**config.mk**
```make
export PLATFORM = sky130hd
export DESIGN_NAME = ctarf_top
export DESIGN_NICKNAME = d
export VERILOG_FILES = /design/src/verilog/ctarf_pkg.sv /design/src/verilog/ctarf_top.sv /design/src/verilog/ctarf_cycle_timer.sv /design/src/verilog/ctarf_req_filter.sv
export SDC_FILE = /design/constraint.sdc
export NUM_CORES = 1
export LEC_CHECK = 0
export BUFFER_PORTS_ARGS = -buffer_cell sky130_fd_sc_hd__buf_4
export CORE_MARGIN = 2
export CORE_UTILIZATION = 40
export DETAILED_ROUTE_END_ITERATION = 12
export PLACE_DENSITY_LB_ADDON = 0.15
export SLEW_MARGIN = 10
export SYNTH_ARGS = -nofsm -noshare
export SYNTH_HDL_FRONTEND = slang
export SYNTH_SLANG_ARGS = --single-unit
export TNS_END_PERCENT = 50
```
**constraint.sdc**
```tcl
create_clock -name pclk -period 2.4 [get_ports pclk]
set_input_delay 0.48 -clock pclk [delete_from_list [all_inputs] [get_ports pclk]]
set_output_delay 0.48 -clock pclk [all_outputs]
set_load 0.02 [all_outputs]
```
**src/verilog/ctarf_pkg.sv**
```systemverilog
// package: constants, register map and types for the cycle timer and request filter
//---------------------------------------------------------------------------
// Overview of operation
// - offset counts link clocks, wraps at 3072
// - cycle number advances on offset wrap, mod 8000
// - seconds advance on cycle wrap, modulo 128
// - cycle master sends timer in cycle start
// - non-master loads timer from received cycle start
// - timer free-runs when enabled without cycle starts
// - external 8 kHz tick clears the offset
// - timer is software read/write and hardware updated
// - check source of physical/request-context packets
// - cleared node bit: no ack, no queueing
// - remote buses accepted only when bit 31 set
// - bits 30..19 enable nodes 62..51
// - filter: set and clear addresses, readable, zero reset
//---------------------------------------------------------------------------
package ctarf_pkg;

   //------------------------------------------------------------------------
   // register map (byte addresses)
   //------------------------------------------------------------------------
   localparam logic [11:0] OFFSET_CYCLE_TIMER  = 12'h0F0;
   localparam logic [11:0] OFFSET_LINK_CONTROL = 12'h0F8;
   localparam logic [11:0] OFFSET_FILTER_SET   = 12'h100;
   localparam logic [11:0] OFFSET_FILTER_CLEAR = 12'h104;

   // link control fields
   localparam int          CTRL_MASTER_BIT   = 0;
   localparam int          CTRL_RUN_BIT      = 1;
   localparam int          CTRL_EXT_CLK_BIT  = 2;
   localparam int          CTRL_WIDTH        = 3;
   localparam logic [2:0]  CTRL_RESET        = 3'h0;

   // reset values
   localparam logic [31:0] TIMER_RESET       = 32'h0000_0000;
   localparam logic [31:0] FILTER_RESET      = 32'h0000_0000;

   //------------------------------------------------------------------------
   // cycle timer fields and moduli
   //------------------------------------------------------------------------
   localparam int          SECONDS_LSB       = 25;
   localparam int          CYCLE_LSB         = 12;
   localparam logic [11:0] OFFSET_LAST       = 12'hBFF;   // 3072 - 1
   localparam logic [12:0] CYCLE_LAST        = 13'h1F3F;  // 8000 - 1

   // fractional divider: link rate / bus clock rate, both in kHz
   localparam logic [16:0] BUS_CLOCK_KHZ     = 17'h186A0; // 100000
   localparam logic [16:0] LINK_CLOCK_KHZ    = 17'h06000; // 24576
   localparam logic [16:0] PHASE_WRAP_AT     = BUS_CLOCK_KHZ - LINK_CLOCK_KHZ;

   //------------------------------------------------------------------------
   // request filter fields
   //------------------------------------------------------------------------
   localparam int          ALL_BUSES_BIT     = 31;
   localparam logic [5:0]  NODE_FIRST        = 6'h33;     // node 51
   localparam logic [5:0]  NODE_LAST         = 6'h3E;     // node 62
   localparam logic [5:0]  NODE_BIT_BASE     = 6'h20;     // bit = node - 32
   localparam logic [9:0]  LOCAL_BUS_ALIAS   = 10'h3FF;
   localparam logic [31:0] FILTER_IMPL_MASK  = 32'hFFF8_0000;

   //------------------------------------------------------------------------
   // types
   //------------------------------------------------------------------------
   typedef struct packed {
      logic [6:0]  seconds_count;
      logic [12:0] cycle_number;
      logic [11:0] tick_offset;
   } ctarf_timer_type;

   typedef struct packed {
      logic [9:0] bus;
      logic [5:0] node;
   } ctarf_node_id_type;

   typedef struct packed {
      logic        psel;
      logic        penable;
      logic        pwrite;
      logic [11:0] paddr;
      logic [31:0] pwdata;
   } ctarf_apb_req_type;

   typedef enum logic [2:0] {
      SEL_NONE,
      SEL_TIMER,
      SEL_CONTROL,
      SEL_FILTER_SET,
      SEL_FILTER_CLEAR
   } ctarf_reg_sel_type;

   typedef struct packed {
      ctarf_timer_type timer;
      logic [16:0]     phase;
      logic            cycle_wrap;
   } ctarf_tmr_state_type;

   typedef struct packed {
      logic [31:0] filter;
      logic        decided;
      logic        accepted;
      logic        covered;
   } ctarf_flt_state_type;

endpackage

```
**src/verilog/ctarf_top.sv**
```systemverilog
// top: APB slave, link control, cycle start paths and request filter hookup
//
// The APB register port is this design's own decision.
`timescale 1ns/10ps
module ctarf_top
   import ctarf_pkg::*;
(
   // clock and reset
   input  logic              pclk,
   input  logic              presetn,
   // APB slave
   input  logic              psel,
   input  logic              penable,
   input  logic              pwrite,
   input  logic [11:0]       paddr,
   input  logic [31:0]       pwdata,
   output logic [31:0]       prdata,
   output logic              pready,
   output logic              pslverr,
   // external 8 kHz cycle clock pin
   input  logic              ext_cycle_clk,
   // received cycle start
   input  logic              cycle_start_rx_valid,
   input  logic [31:0]       cycle_start_rx_data,
   // transmitted cycle start
   output logic              cycle_start_tx_valid,
   output logic [31:0]       cycle_start_tx_data,
   // incoming request source check
   input  logic              request_valid,
   input  logic              request_for_filtered_context,
   input  ctarf_node_id_type request_source,
   input  logic [9:0]        local_bus_number,
   output logic              request_decided,
   output logic              request_accepted,
   output logic              request_covered
);

   //------------------------------------------------------------------------
   // state
   //------------------------------------------------------------------------
   typedef struct packed {
      logic [31:0]           prdata;
      logic                  pready;
      logic                  pslverr;
      logic [CTRL_WIDTH-1:0] control;
      logic [2:0]            ext_sync;
      logic                  tx_valid;
      logic [31:0]           tx_data;
   } ctarf_top_state_type;

   ctarf_top_state_type state;
   ctarf_top_state_type next_state;
   ctarf_apb_req_type   req;
   ctarf_reg_sel_type   setup_sel;
   ctarf_reg_sel_type   access_sel;
   ctarf_timer_type     timer;
   logic                cycle_wrap;
   logic [31:0]         filter;
   logic                access_write;
   logic                is_master;
   logic                ext_tick;

   //------------------------------------------------------------------------
   // address decode, shared by setup (read data) and access (write strobe)
   //------------------------------------------------------------------------
   function automatic ctarf_reg_sel_type ctarf_decode(input logic [11:0] addr);
      if (addr == OFFSET_CYCLE_TIMER) begin
         return SEL_TIMER;
      end else if (addr == OFFSET_LINK_CONTROL) begin
         return SEL_CONTROL;
      end else if (addr == OFFSET_FILTER_SET) begin
         return SEL_FILTER_SET;
      end else if (addr == OFFSET_FILTER_CLEAR) begin
         return SEL_FILTER_CLEAR;
      end else begin
         return SEL_NONE;
      end
   endfunction

   assign req          = '{psel: psel, penable: penable, pwrite: pwrite,
                           paddr: paddr, pwdata: pwdata};
   assign setup_sel    = ctarf_decode(req.paddr);
   assign access_sel   = setup_sel;
   // write lands on the single edge where the master sees pready high
   assign access_write = req.psel && req.penable && req.pwrite && state.pready;
   assign is_master    = state.control[CTRL_MASTER_BIT];
   // ext_sync[0] feeds only ext_sync[1]; the edge is taken one stage later
   assign ext_tick     = state.ext_sync[1] && !state.ext_sync[2];

   always_comb begin
      next_state = state;
      //---------------------------------------------------------------------
      // APB: fixed one wait-free access phase, answer prepared in setup
      //---------------------------------------------------------------------
      if (req.psel && !req.penable) begin
         next_state.pready  = 1'b1;
         next_state.pslverr = 1'b0;
         if (setup_sel == SEL_TIMER) begin
            next_state.prdata = timer;
         end else if (setup_sel == SEL_CONTROL) begin
            next_state.prdata = {{(32-CTRL_WIDTH){1'b0}}, state.control};
         end else if (setup_sel == SEL_FILTER_SET || setup_sel == SEL_FILTER_CLEAR) begin
            next_state.prdata = filter;
         end else begin
            next_state.prdata  = 32'h0000_0000;
            next_state.pslverr = 1'b1;
         end
      end else begin
         next_state.pready  = 1'b0;
         next_state.pslverr = 1'b0;
      end
      if (access_write && access_sel == SEL_CONTROL) begin
         next_state.control = req.pwdata[CTRL_WIDTH-1:0];
      end
      //---------------------------------------------------------------------
      // external cycle clock synchroniser
      //---------------------------------------------------------------------
      next_state.ext_sync = {state.ext_sync[1:0], ext_cycle_clk};
      //---------------------------------------------------------------------
      // cycle start transmit: value just after the offset wrap
      //---------------------------------------------------------------------
      next_state.tx_valid = cycle_wrap && is_master;
      if (cycle_wrap && is_master) begin
         next_state.tx_data = timer;
      end
   end

   always_ff @(posedge pclk or negedge presetn) begin
      if (!presetn) begin
         state.prdata   <= 32'h0000_0000;
         state.pready   <= 1'b0;
         state.pslverr  <= 1'b0;
         state.control  <= CTRL_RESET;
         state.ext_sync <= 3'h0;
         state.tx_valid <= 1'b0;
         state.tx_data  <= 32'h0000_0000;
      end else begin
         state <= next_state;
      end
   end

   //------------------------------------------------------------------------
   // cycle timer
   //------------------------------------------------------------------------
   ctarf_cycle_timer u_cycle_timer (
      .pclk        (pclk),
      .presetn     (presetn),
      .run         (state.control[CTRL_RUN_BIT]),
      .ext_clk_sel (state.control[CTRL_EXT_CLK_BIT]),
      .ext_tick    (ext_tick),
      .sw_write    (access_write && access_sel == SEL_TIMER),
      .sw_value    (req.pwdata),
      .load_valid  (cycle_start_rx_valid && !is_master),
      .load_value  (ctarf_timer_type'(cycle_start_rx_data)),
      .timer       (timer),
      .cycle_wrap  (cycle_wrap)
   );

   //------------------------------------------------------------------------
   // request filter
   //------------------------------------------------------------------------
   ctarf_req_filter u_req_filter (
      .pclk        (pclk),
      .presetn     (presetn),
      .set_write   (access_write && access_sel == SEL_FILTER_SET),
      .clear_write (access_write && access_sel == SEL_FILTER_CLEAR),
      .wdata       (req.pwdata),
      .filter      (filter),
      .check_valid (request_valid && request_for_filtered_context),
      .source      (request_source),
      .local_bus   (local_bus_number),
      .decided     (request_decided),
      .accepted    (request_accepted),
      .covered     (request_covered)
   );

   assign prdata               = state.prdata;
   assign pready               = state.pready;
   assign pslverr              = state.pslverr;
   assign cycle_start_tx_valid = state.tx_valid;
   assign cycle_start_tx_data  = state.tx_data;

endmodule

```
**src/verilog/ctarf_cycle_timer.sv**
```systemverilog
// cycle timer: seconds / cycle number / offset counter with link-rate divider
`timescale 1ns/10ps
module ctarf_cycle_timer
   import ctarf_pkg::*;
(
   // clock and reset
   input  logic            pclk,
   input  logic            presetn,
   // control
   input  logic            run,
   input  logic            ext_clk_sel,
   input  logic            ext_tick,
   // software write and received load
   input  logic            sw_write,
   input  logic [31:0]     sw_value,
   input  logic            load_valid,
   input  ctarf_timer_type load_value,
   // state out
   output ctarf_timer_type timer,
   output logic            cycle_wrap
);

   ctarf_tmr_state_type state;
   ctarf_tmr_state_type next_state;
   logic                link_tick;

   //------------------------------------------------------------------------
   // offset reset plus cycle carry, shared by internal wrap and external tick
   //------------------------------------------------------------------------
   function automatic ctarf_timer_type ctarf_next_cycle(input ctarf_timer_type t);
      ctarf_timer_type r;
      r = t;
      r.tick_offset = '0;
      if (t.cycle_number >= CYCLE_LAST) begin
         r.cycle_number  = '0;
         r.seconds_count = t.seconds_count + 7'h01;
      end else begin
         r.cycle_number = t.cycle_number + 13'h0001;
      end
      return r;
   endfunction

   always_comb begin
      next_state            = state;
      next_state.cycle_wrap = 1'b0;
      link_tick             = 1'b0;
      // average rate of link_tick is exactly 24.576 MHz; jitter is one bus clock
      if (state.phase >= PHASE_WRAP_AT) begin
         next_state.phase = state.phase - PHASE_WRAP_AT;
         link_tick        = 1'b1;
      end else begin
         next_state.phase = state.phase + LINK_CLOCK_KHZ;
      end
      if (sw_write) begin
         next_state.timer = ctarf_timer_type'(sw_value);
      end else if (load_valid) begin
         next_state.timer = load_value;
      end else if (run) begin
         if (ext_clk_sel && ext_tick) begin
            next_state.timer      = ctarf_next_cycle(state.timer);
            next_state.cycle_wrap = 1'b1;
         end else if (link_tick) begin
            if (state.timer.tick_offset >= OFFSET_LAST) begin
               next_state.timer      = ctarf_next_cycle(state.timer);
               next_state.cycle_wrap = 1'b1;
            end else begin
               next_state.timer.tick_offset = state.timer.tick_offset + 12'h001;
            end
         end
      end
   end

   always_ff @(posedge pclk or negedge presetn) begin
      if (!presetn) begin
         state.timer      <= TIMER_RESET;
         state.phase      <= '0;
         state.cycle_wrap <= 1'b0;
      end else begin
         state <= next_state;
      end
   end

   assign timer      = state.timer;
   assign cycle_wrap = state.cycle_wrap;

endmodule

```
**src/verilog/ctarf_req_filter.sv**
```systemverilog
// asynchronous request filter, upper half: nodes 51..62 and remote buses
`timescale 1ns/10ps
module ctarf_req_filter
   import ctarf_pkg::*;
(
   // clock and reset
   input  logic              pclk,
   input  logic              presetn,
   // register access
   input  logic              set_write,
   input  logic              clear_write,
   input  logic [31:0]       wdata,
   output logic [31:0]       filter,
   // request check
   input  logic              check_valid,
   input  ctarf_node_id_type source,
   input  logic [9:0]        local_bus,
   output logic              decided,
   output logic              accepted,
   output logic              covered
);

   ctarf_flt_state_type state;
   ctarf_flt_state_type next_state;
   logic                is_local;
   logic [4:0]          bit_index;

   always_comb begin
      next_state = state;
      if (set_write) begin
         next_state.filter = state.filter | (wdata & FILTER_IMPL_MASK);
      end else if (clear_write) begin
         next_state.filter = state.filter & ~(wdata & FILTER_IMPL_MASK);
      end
      is_local  = (source.bus == LOCAL_BUS_ALIAS) || (source.bus == local_bus);
      bit_index = 5'(source.node - NODE_BIT_BASE);
      next_state.decided  = check_valid;
      next_state.accepted = 1'b0;
      next_state.covered  = 1'b0;
      if (check_valid) begin
         if (!is_local) begin
            next_state.covered  = 1'b1;
            next_state.accepted = state.filter[ALL_BUSES_BIT];
         end else if (source.node >= NODE_FIRST && source.node <= NODE_LAST) begin
            next_state.covered  = 1'b1;
            next_state.accepted = state.filter[bit_index];
         end
      end
   end

   always_ff @(posedge pclk or negedge presetn) begin
      if (!presetn) begin
         state.filter   <= FILTER_RESET;
         state.decided  <= 1'b0;
         state.accepted <= 1'b0;
         state.covered  <= 1'b0;
      end else begin
         state <= next_state;
      end
   end

   assign filter   = state.filter;
   assign decided  = state.decided;
   assign accepted = state.accepted;
   assign covered  = state.covered;

endmodule

```
==> impl_metrics.env <==
export IMPL_timing_setup_critical_path_class="flip-flop to flip-flop"
export IMPL_finalWeightedCongestion=0.890
export IMPL_max_clock_path_buffers=2
export IMPL_power_leakage_nw=4.57
export IMPL_whs_ns=0.164
export IMPL_postLayoutCoreUtil=0.527
export IMPL_hold_path_depth=1
export IMPL_cp_arrival_ns=2.60
export IMPL_worst_setup_path_start_kind="flip-flop"
export IMPL_min_delay_worst_endpoint="next_state[34]"
export IMPL_grt_usage=0.222
export IMPL_yosys_warnings=0
export IMPL_tritoncts="yes"
export IMPL_start_util=0.407
export IMPL_flop_and_latch_count_out_of_synthesis=134
export IMPL_grt_start_max_net_pins=76
export IMPL_rr_endpoint="u_cycle_timer.timer[18]"
export IMPL_post_cts_buffers=0
export IMPL_clock_sink_count=134
export IMPL_row_count=49
export IMPL_yosys_cell_types_count=61
export IMPL_finalHoldViolCount=0
export IMPL_die_y_extent_um=139
export IMPL_detail_route_wl_per_cell_um=18.0
export IMPL_rsz0062_at_grt="yes"
export IMPL_netlist_instances=774
export IMPL_io_pins=181
export IMPL_fmax_mhz=440
export IMPL_cts_bufs_inserted=17
export IMPL_grt_overflow_total=0
export IMPL_mostFrequentLayoutCell="sky130_fd_sc_hd__buf_4"
export IMPL_clock_network_power_share=0.480
export IMPL_tightest_slew_ns=0.628
export IMPL_setup_violation_total_in_the_final_timing_report=0
export IMPL_die_area_mm2=0.0194
export IMPL_synth_async_reset_ratio=1.00
export IMPL_layout_drive_gt1_share=0.340
export IMPL_clock_skew_final_ns=0.00985
export IMPL_antenna_cells_inserted=0
export IMPL_clock_latency_ns=0.42
export IMPL_detail_route_iter0_violations=419
export IMPL_outcome="finished clean"
export IMPL_number_of_antenna_violations_at_the_first_check_in_global_routing=0
export IMPL_global_route_wire_length_before_repair_um=34100
export IMPL_hp_start="ext_cycle_clk"
export IMPL_detailroute_via_count=6329
export IMPL_period_needed_ns=2.27
export IMPL_finish_net_count=1038
export IMPL_layout_area_overhead_vs_synth_pct=29.6
export IMPL_clock_pin_slew_on_the_worst_setup_and_hold_paths_ns=0.06
export IMPL_drv_max_cap_violation_count=0
export IMPL_timing_max_slew_rel_slack=0.581
export IMPL_finalMaxSlewViolations=0
export IMPL_drt_first_pass_iters=5
export IMPL_routed_wire_length_um=20900
export IMPL_category_of_the_worst_setup_path_capture_point="flip-flop"
export IMPL_post_route_period_util=0.946
export IMPL_most_common_layout_cells="226 x sky130_fd_sc_hd__buf_4, 134 x sky130_fd_sc_hd__dfrtp_1, 122 x sky130_fd_sc_hd__nand2_1"
export IMPL_die_x_um=139
export IMPL_worstPathRequired_ns=2.73
export IMPL_synth_enable_flop_cells=0
export IMPL_irDropWorstVdd_v=0.000547
export IMPL_rrSetupSlack_ns=0.13
export IMPL_synth_cell_area_mm2=0.00731
export IMPL_p_per_area_mw_per_mm2=647
export IMPL_port_buffers=180
export IMPL_syn_area_per_cell_um2=9.45
export IMPL_yosys_most_used_dff="sky130_fd_sc_hd__dfrtp_1"
export IMPL_share_seq_of_total_power=0.405
export IMPL_htreeDepth=4
export IMPL_synth_yosys_seq_area_share=0.459
export IMPL_timing_critical_path_fanout_max=23
export IMPL_mappedNetlistNets=892
export IMPL_remaining_drc_errors=0
export IMPL_holdCritPathClass="input pin to flip-flop"
export IMPL_route_detailed_vias_per_inst=5.45
export IMPL_timing_rr_start="u_cycle_timer.state[6]"
export IMPL_sw_frac_of_total=0.242
export IMPL_cells_on_worst_reg2reg_path=9
export IMPL_postRouteAntennaNets=0
export IMPL_first_global_vias=6591
export IMPL_floorplan_core_area_mm2=0.0180
export IMPL_internal_power_mw=4.65
export IMPL_clockRootBuffer="sky130_fd_sc_hd__clkbuf_16"
export IMPL_power_combinational_fraction=0.115
export IMPL_power_switching_mw=1.48
export IMPL_dpl_hpwl_um=15700
==> power by group through the flow <==
stage                     Sequential (mW)  Clock [mW]  Combinational (mW)
after floorplan                      2.48           0               0.323
after global placement               2.51           0               0.680
after detailed placement             2.52           0               0.695
after CTS                            2.48        2.99               0.704
after global routing                 2.49        3.09               0.783
final                                2.48        2.94               0.708
==> state kept, by name, indices dropped and copies added, names as in the netlist, named ones only <==
register                  count
u_cycle_timer.state          12
cycle_start_tx_valid          1
u_req_filter.decided          1
u_cycle_timer.cycle_wrap      1
pslverr                       1
u_req_filter.accepted         1
u_req_filter.covered          1
state                         3
next_state                    2
pready                        1
u_cycle_timer.timer          32
is_master                     1
cycle_start_tx_data          32
prdata                       32
==> routing by layer <==
metal  GRT usage  vias up  share of wire
li1            -     2969              -
met5           0        -              0
met3      0.0397       51          0.052
met4       0.107        0          0.033
met2       0.369      251           0.49
met1       0.280     3058           0.42
==> critical path, stage by stage (launching register included) <==
cell	delay (ns)
sky130_fd_sc_hd__dfrtp_1	0.40
sky130_fd_sc_hd__inv_1	0.09
sky130_fd_sc_hd__ha_1	0.18
sky130_fd_sc_hd__nand2b_1	0.10
sky130_fd_sc_hd__a2111oi_4	0.29
sky130_fd_sc_hd__buf_4	0.18
sky130_fd_sc_hd__o21ai_4	0.10
sky130_fd_sc_hd__a31oi_4	0.57
sky130_fd_sc_hd__a21oi_1	0.11
sky130_fd_sc_hd__o22ai_1	0.16
==> synthesized netlist by cell type (all sizes together), types with 3 or more instances <==
cell type | number | area [um2]
a211oi | 7 | 52.6
a21o | 4 | 30.0
a21oi | 24 | 124
a221oi | 15 | 156
a22oi | 13 | 97.6
a31oi | 3 | 25.0
and2 | 4 | 25.0
and3 | 14 | 87.6
and4 | 3 | 26.3
buf | 80 | 576
clkbuf | 25 | 93.8
dfrtp | 134 | 3350
ha | 7 | 87.6
inv | 20 | 75.1
mux2 | 28 | 315
mux2i | 9 | 90.1
mux4 | 3 | 67.6
nand2 | 123 | 462
nand2b | 3 | 18.8
nand3 | 35 | 175
nand4 | 12 | 75.1
nor2 | 41 | 159
nor3 | 12 | 65.1
nor4 | 4 | 25.0
o21a | 3 | 22.5
o21ai | 62 | 314
o22ai | 9 | 56.3
o2bb2ai | 3 | 26.3
o311ai | 3 | 26.3
o31ai | 11 | 96.3
xnor2 | 14 | 123
xor2 | 16 | 140
==> logic make-up after synthesis <==
logic type,Yosys count,synth area share
AO/OA/AOI/OAI,173,0.159
multiplexers,40,0.0647
AND/OR/NAND/NOR,264,0.167
XOR/XNOR,30,0.0359
flip-flops,134,0.459
buffers and inverters,126,0.102
adder cells (fa/ha/maj),7,0.0120
==> area by class of cell <==
class                      count  area (um2)
tap                          229         287
fill                        1641        8490
timing repair buffer         232        1800
inverter                      21        78.8
clock inverter                11         194
multi-input combinational    514        3280
sequential                   134        3350
clock buffer                  21         480
==> through the flow <==
step,power [mW],setup slack [ns],TNS (ns),cell area (um2),std cells
finish,6.13,0.130,0,9470,1162
global route,6.36,-0.0631,-0.407,9470,1162
CTS,6.17,0.0316,0,9440,1162
detailed placement,3.21,-0.244,-9.73,8740,1129
global placement,3.19,-0.168,-6.98,8740,1129
floorplan,2.80,-0.0370,-0.194,7320,774
==> how the worst max path moves through the flow <==
stage                                start                      end  slack [ns]  cells after the start
global placement                  paddr[1]  u_cycle_timer.timer[27]       -0.17                      8
floorplan                         paddr[1]   u_cycle_timer.timer[4]       -0.04                      8
CTS                 u_cycle_timer.state[6]  u_cycle_timer.timer[26]        0.03                     10
finish              u_cycle_timer.state[6]  u_cycle_timer.timer[18]        0.13                      9
global route        u_cycle_timer.state[7]  u_cycle_timer.timer[18]       -0.06                      9
detailed placement                paddr[1]  u_cycle_timer.timer[10]       -0.24                      8
==> repair_timing <==
| item | in CTS | in global routing |
|---|---|---|
| setup endpoints to repair | 26 | 24 |
| pin swaps | 0 | 3 |
| hold buffers | 1 | 0 |
| resized for setup | 3 | 5 |
| endpoints found under the hold margin | 35 | 0 |
(Power assumes the default switching activity.)
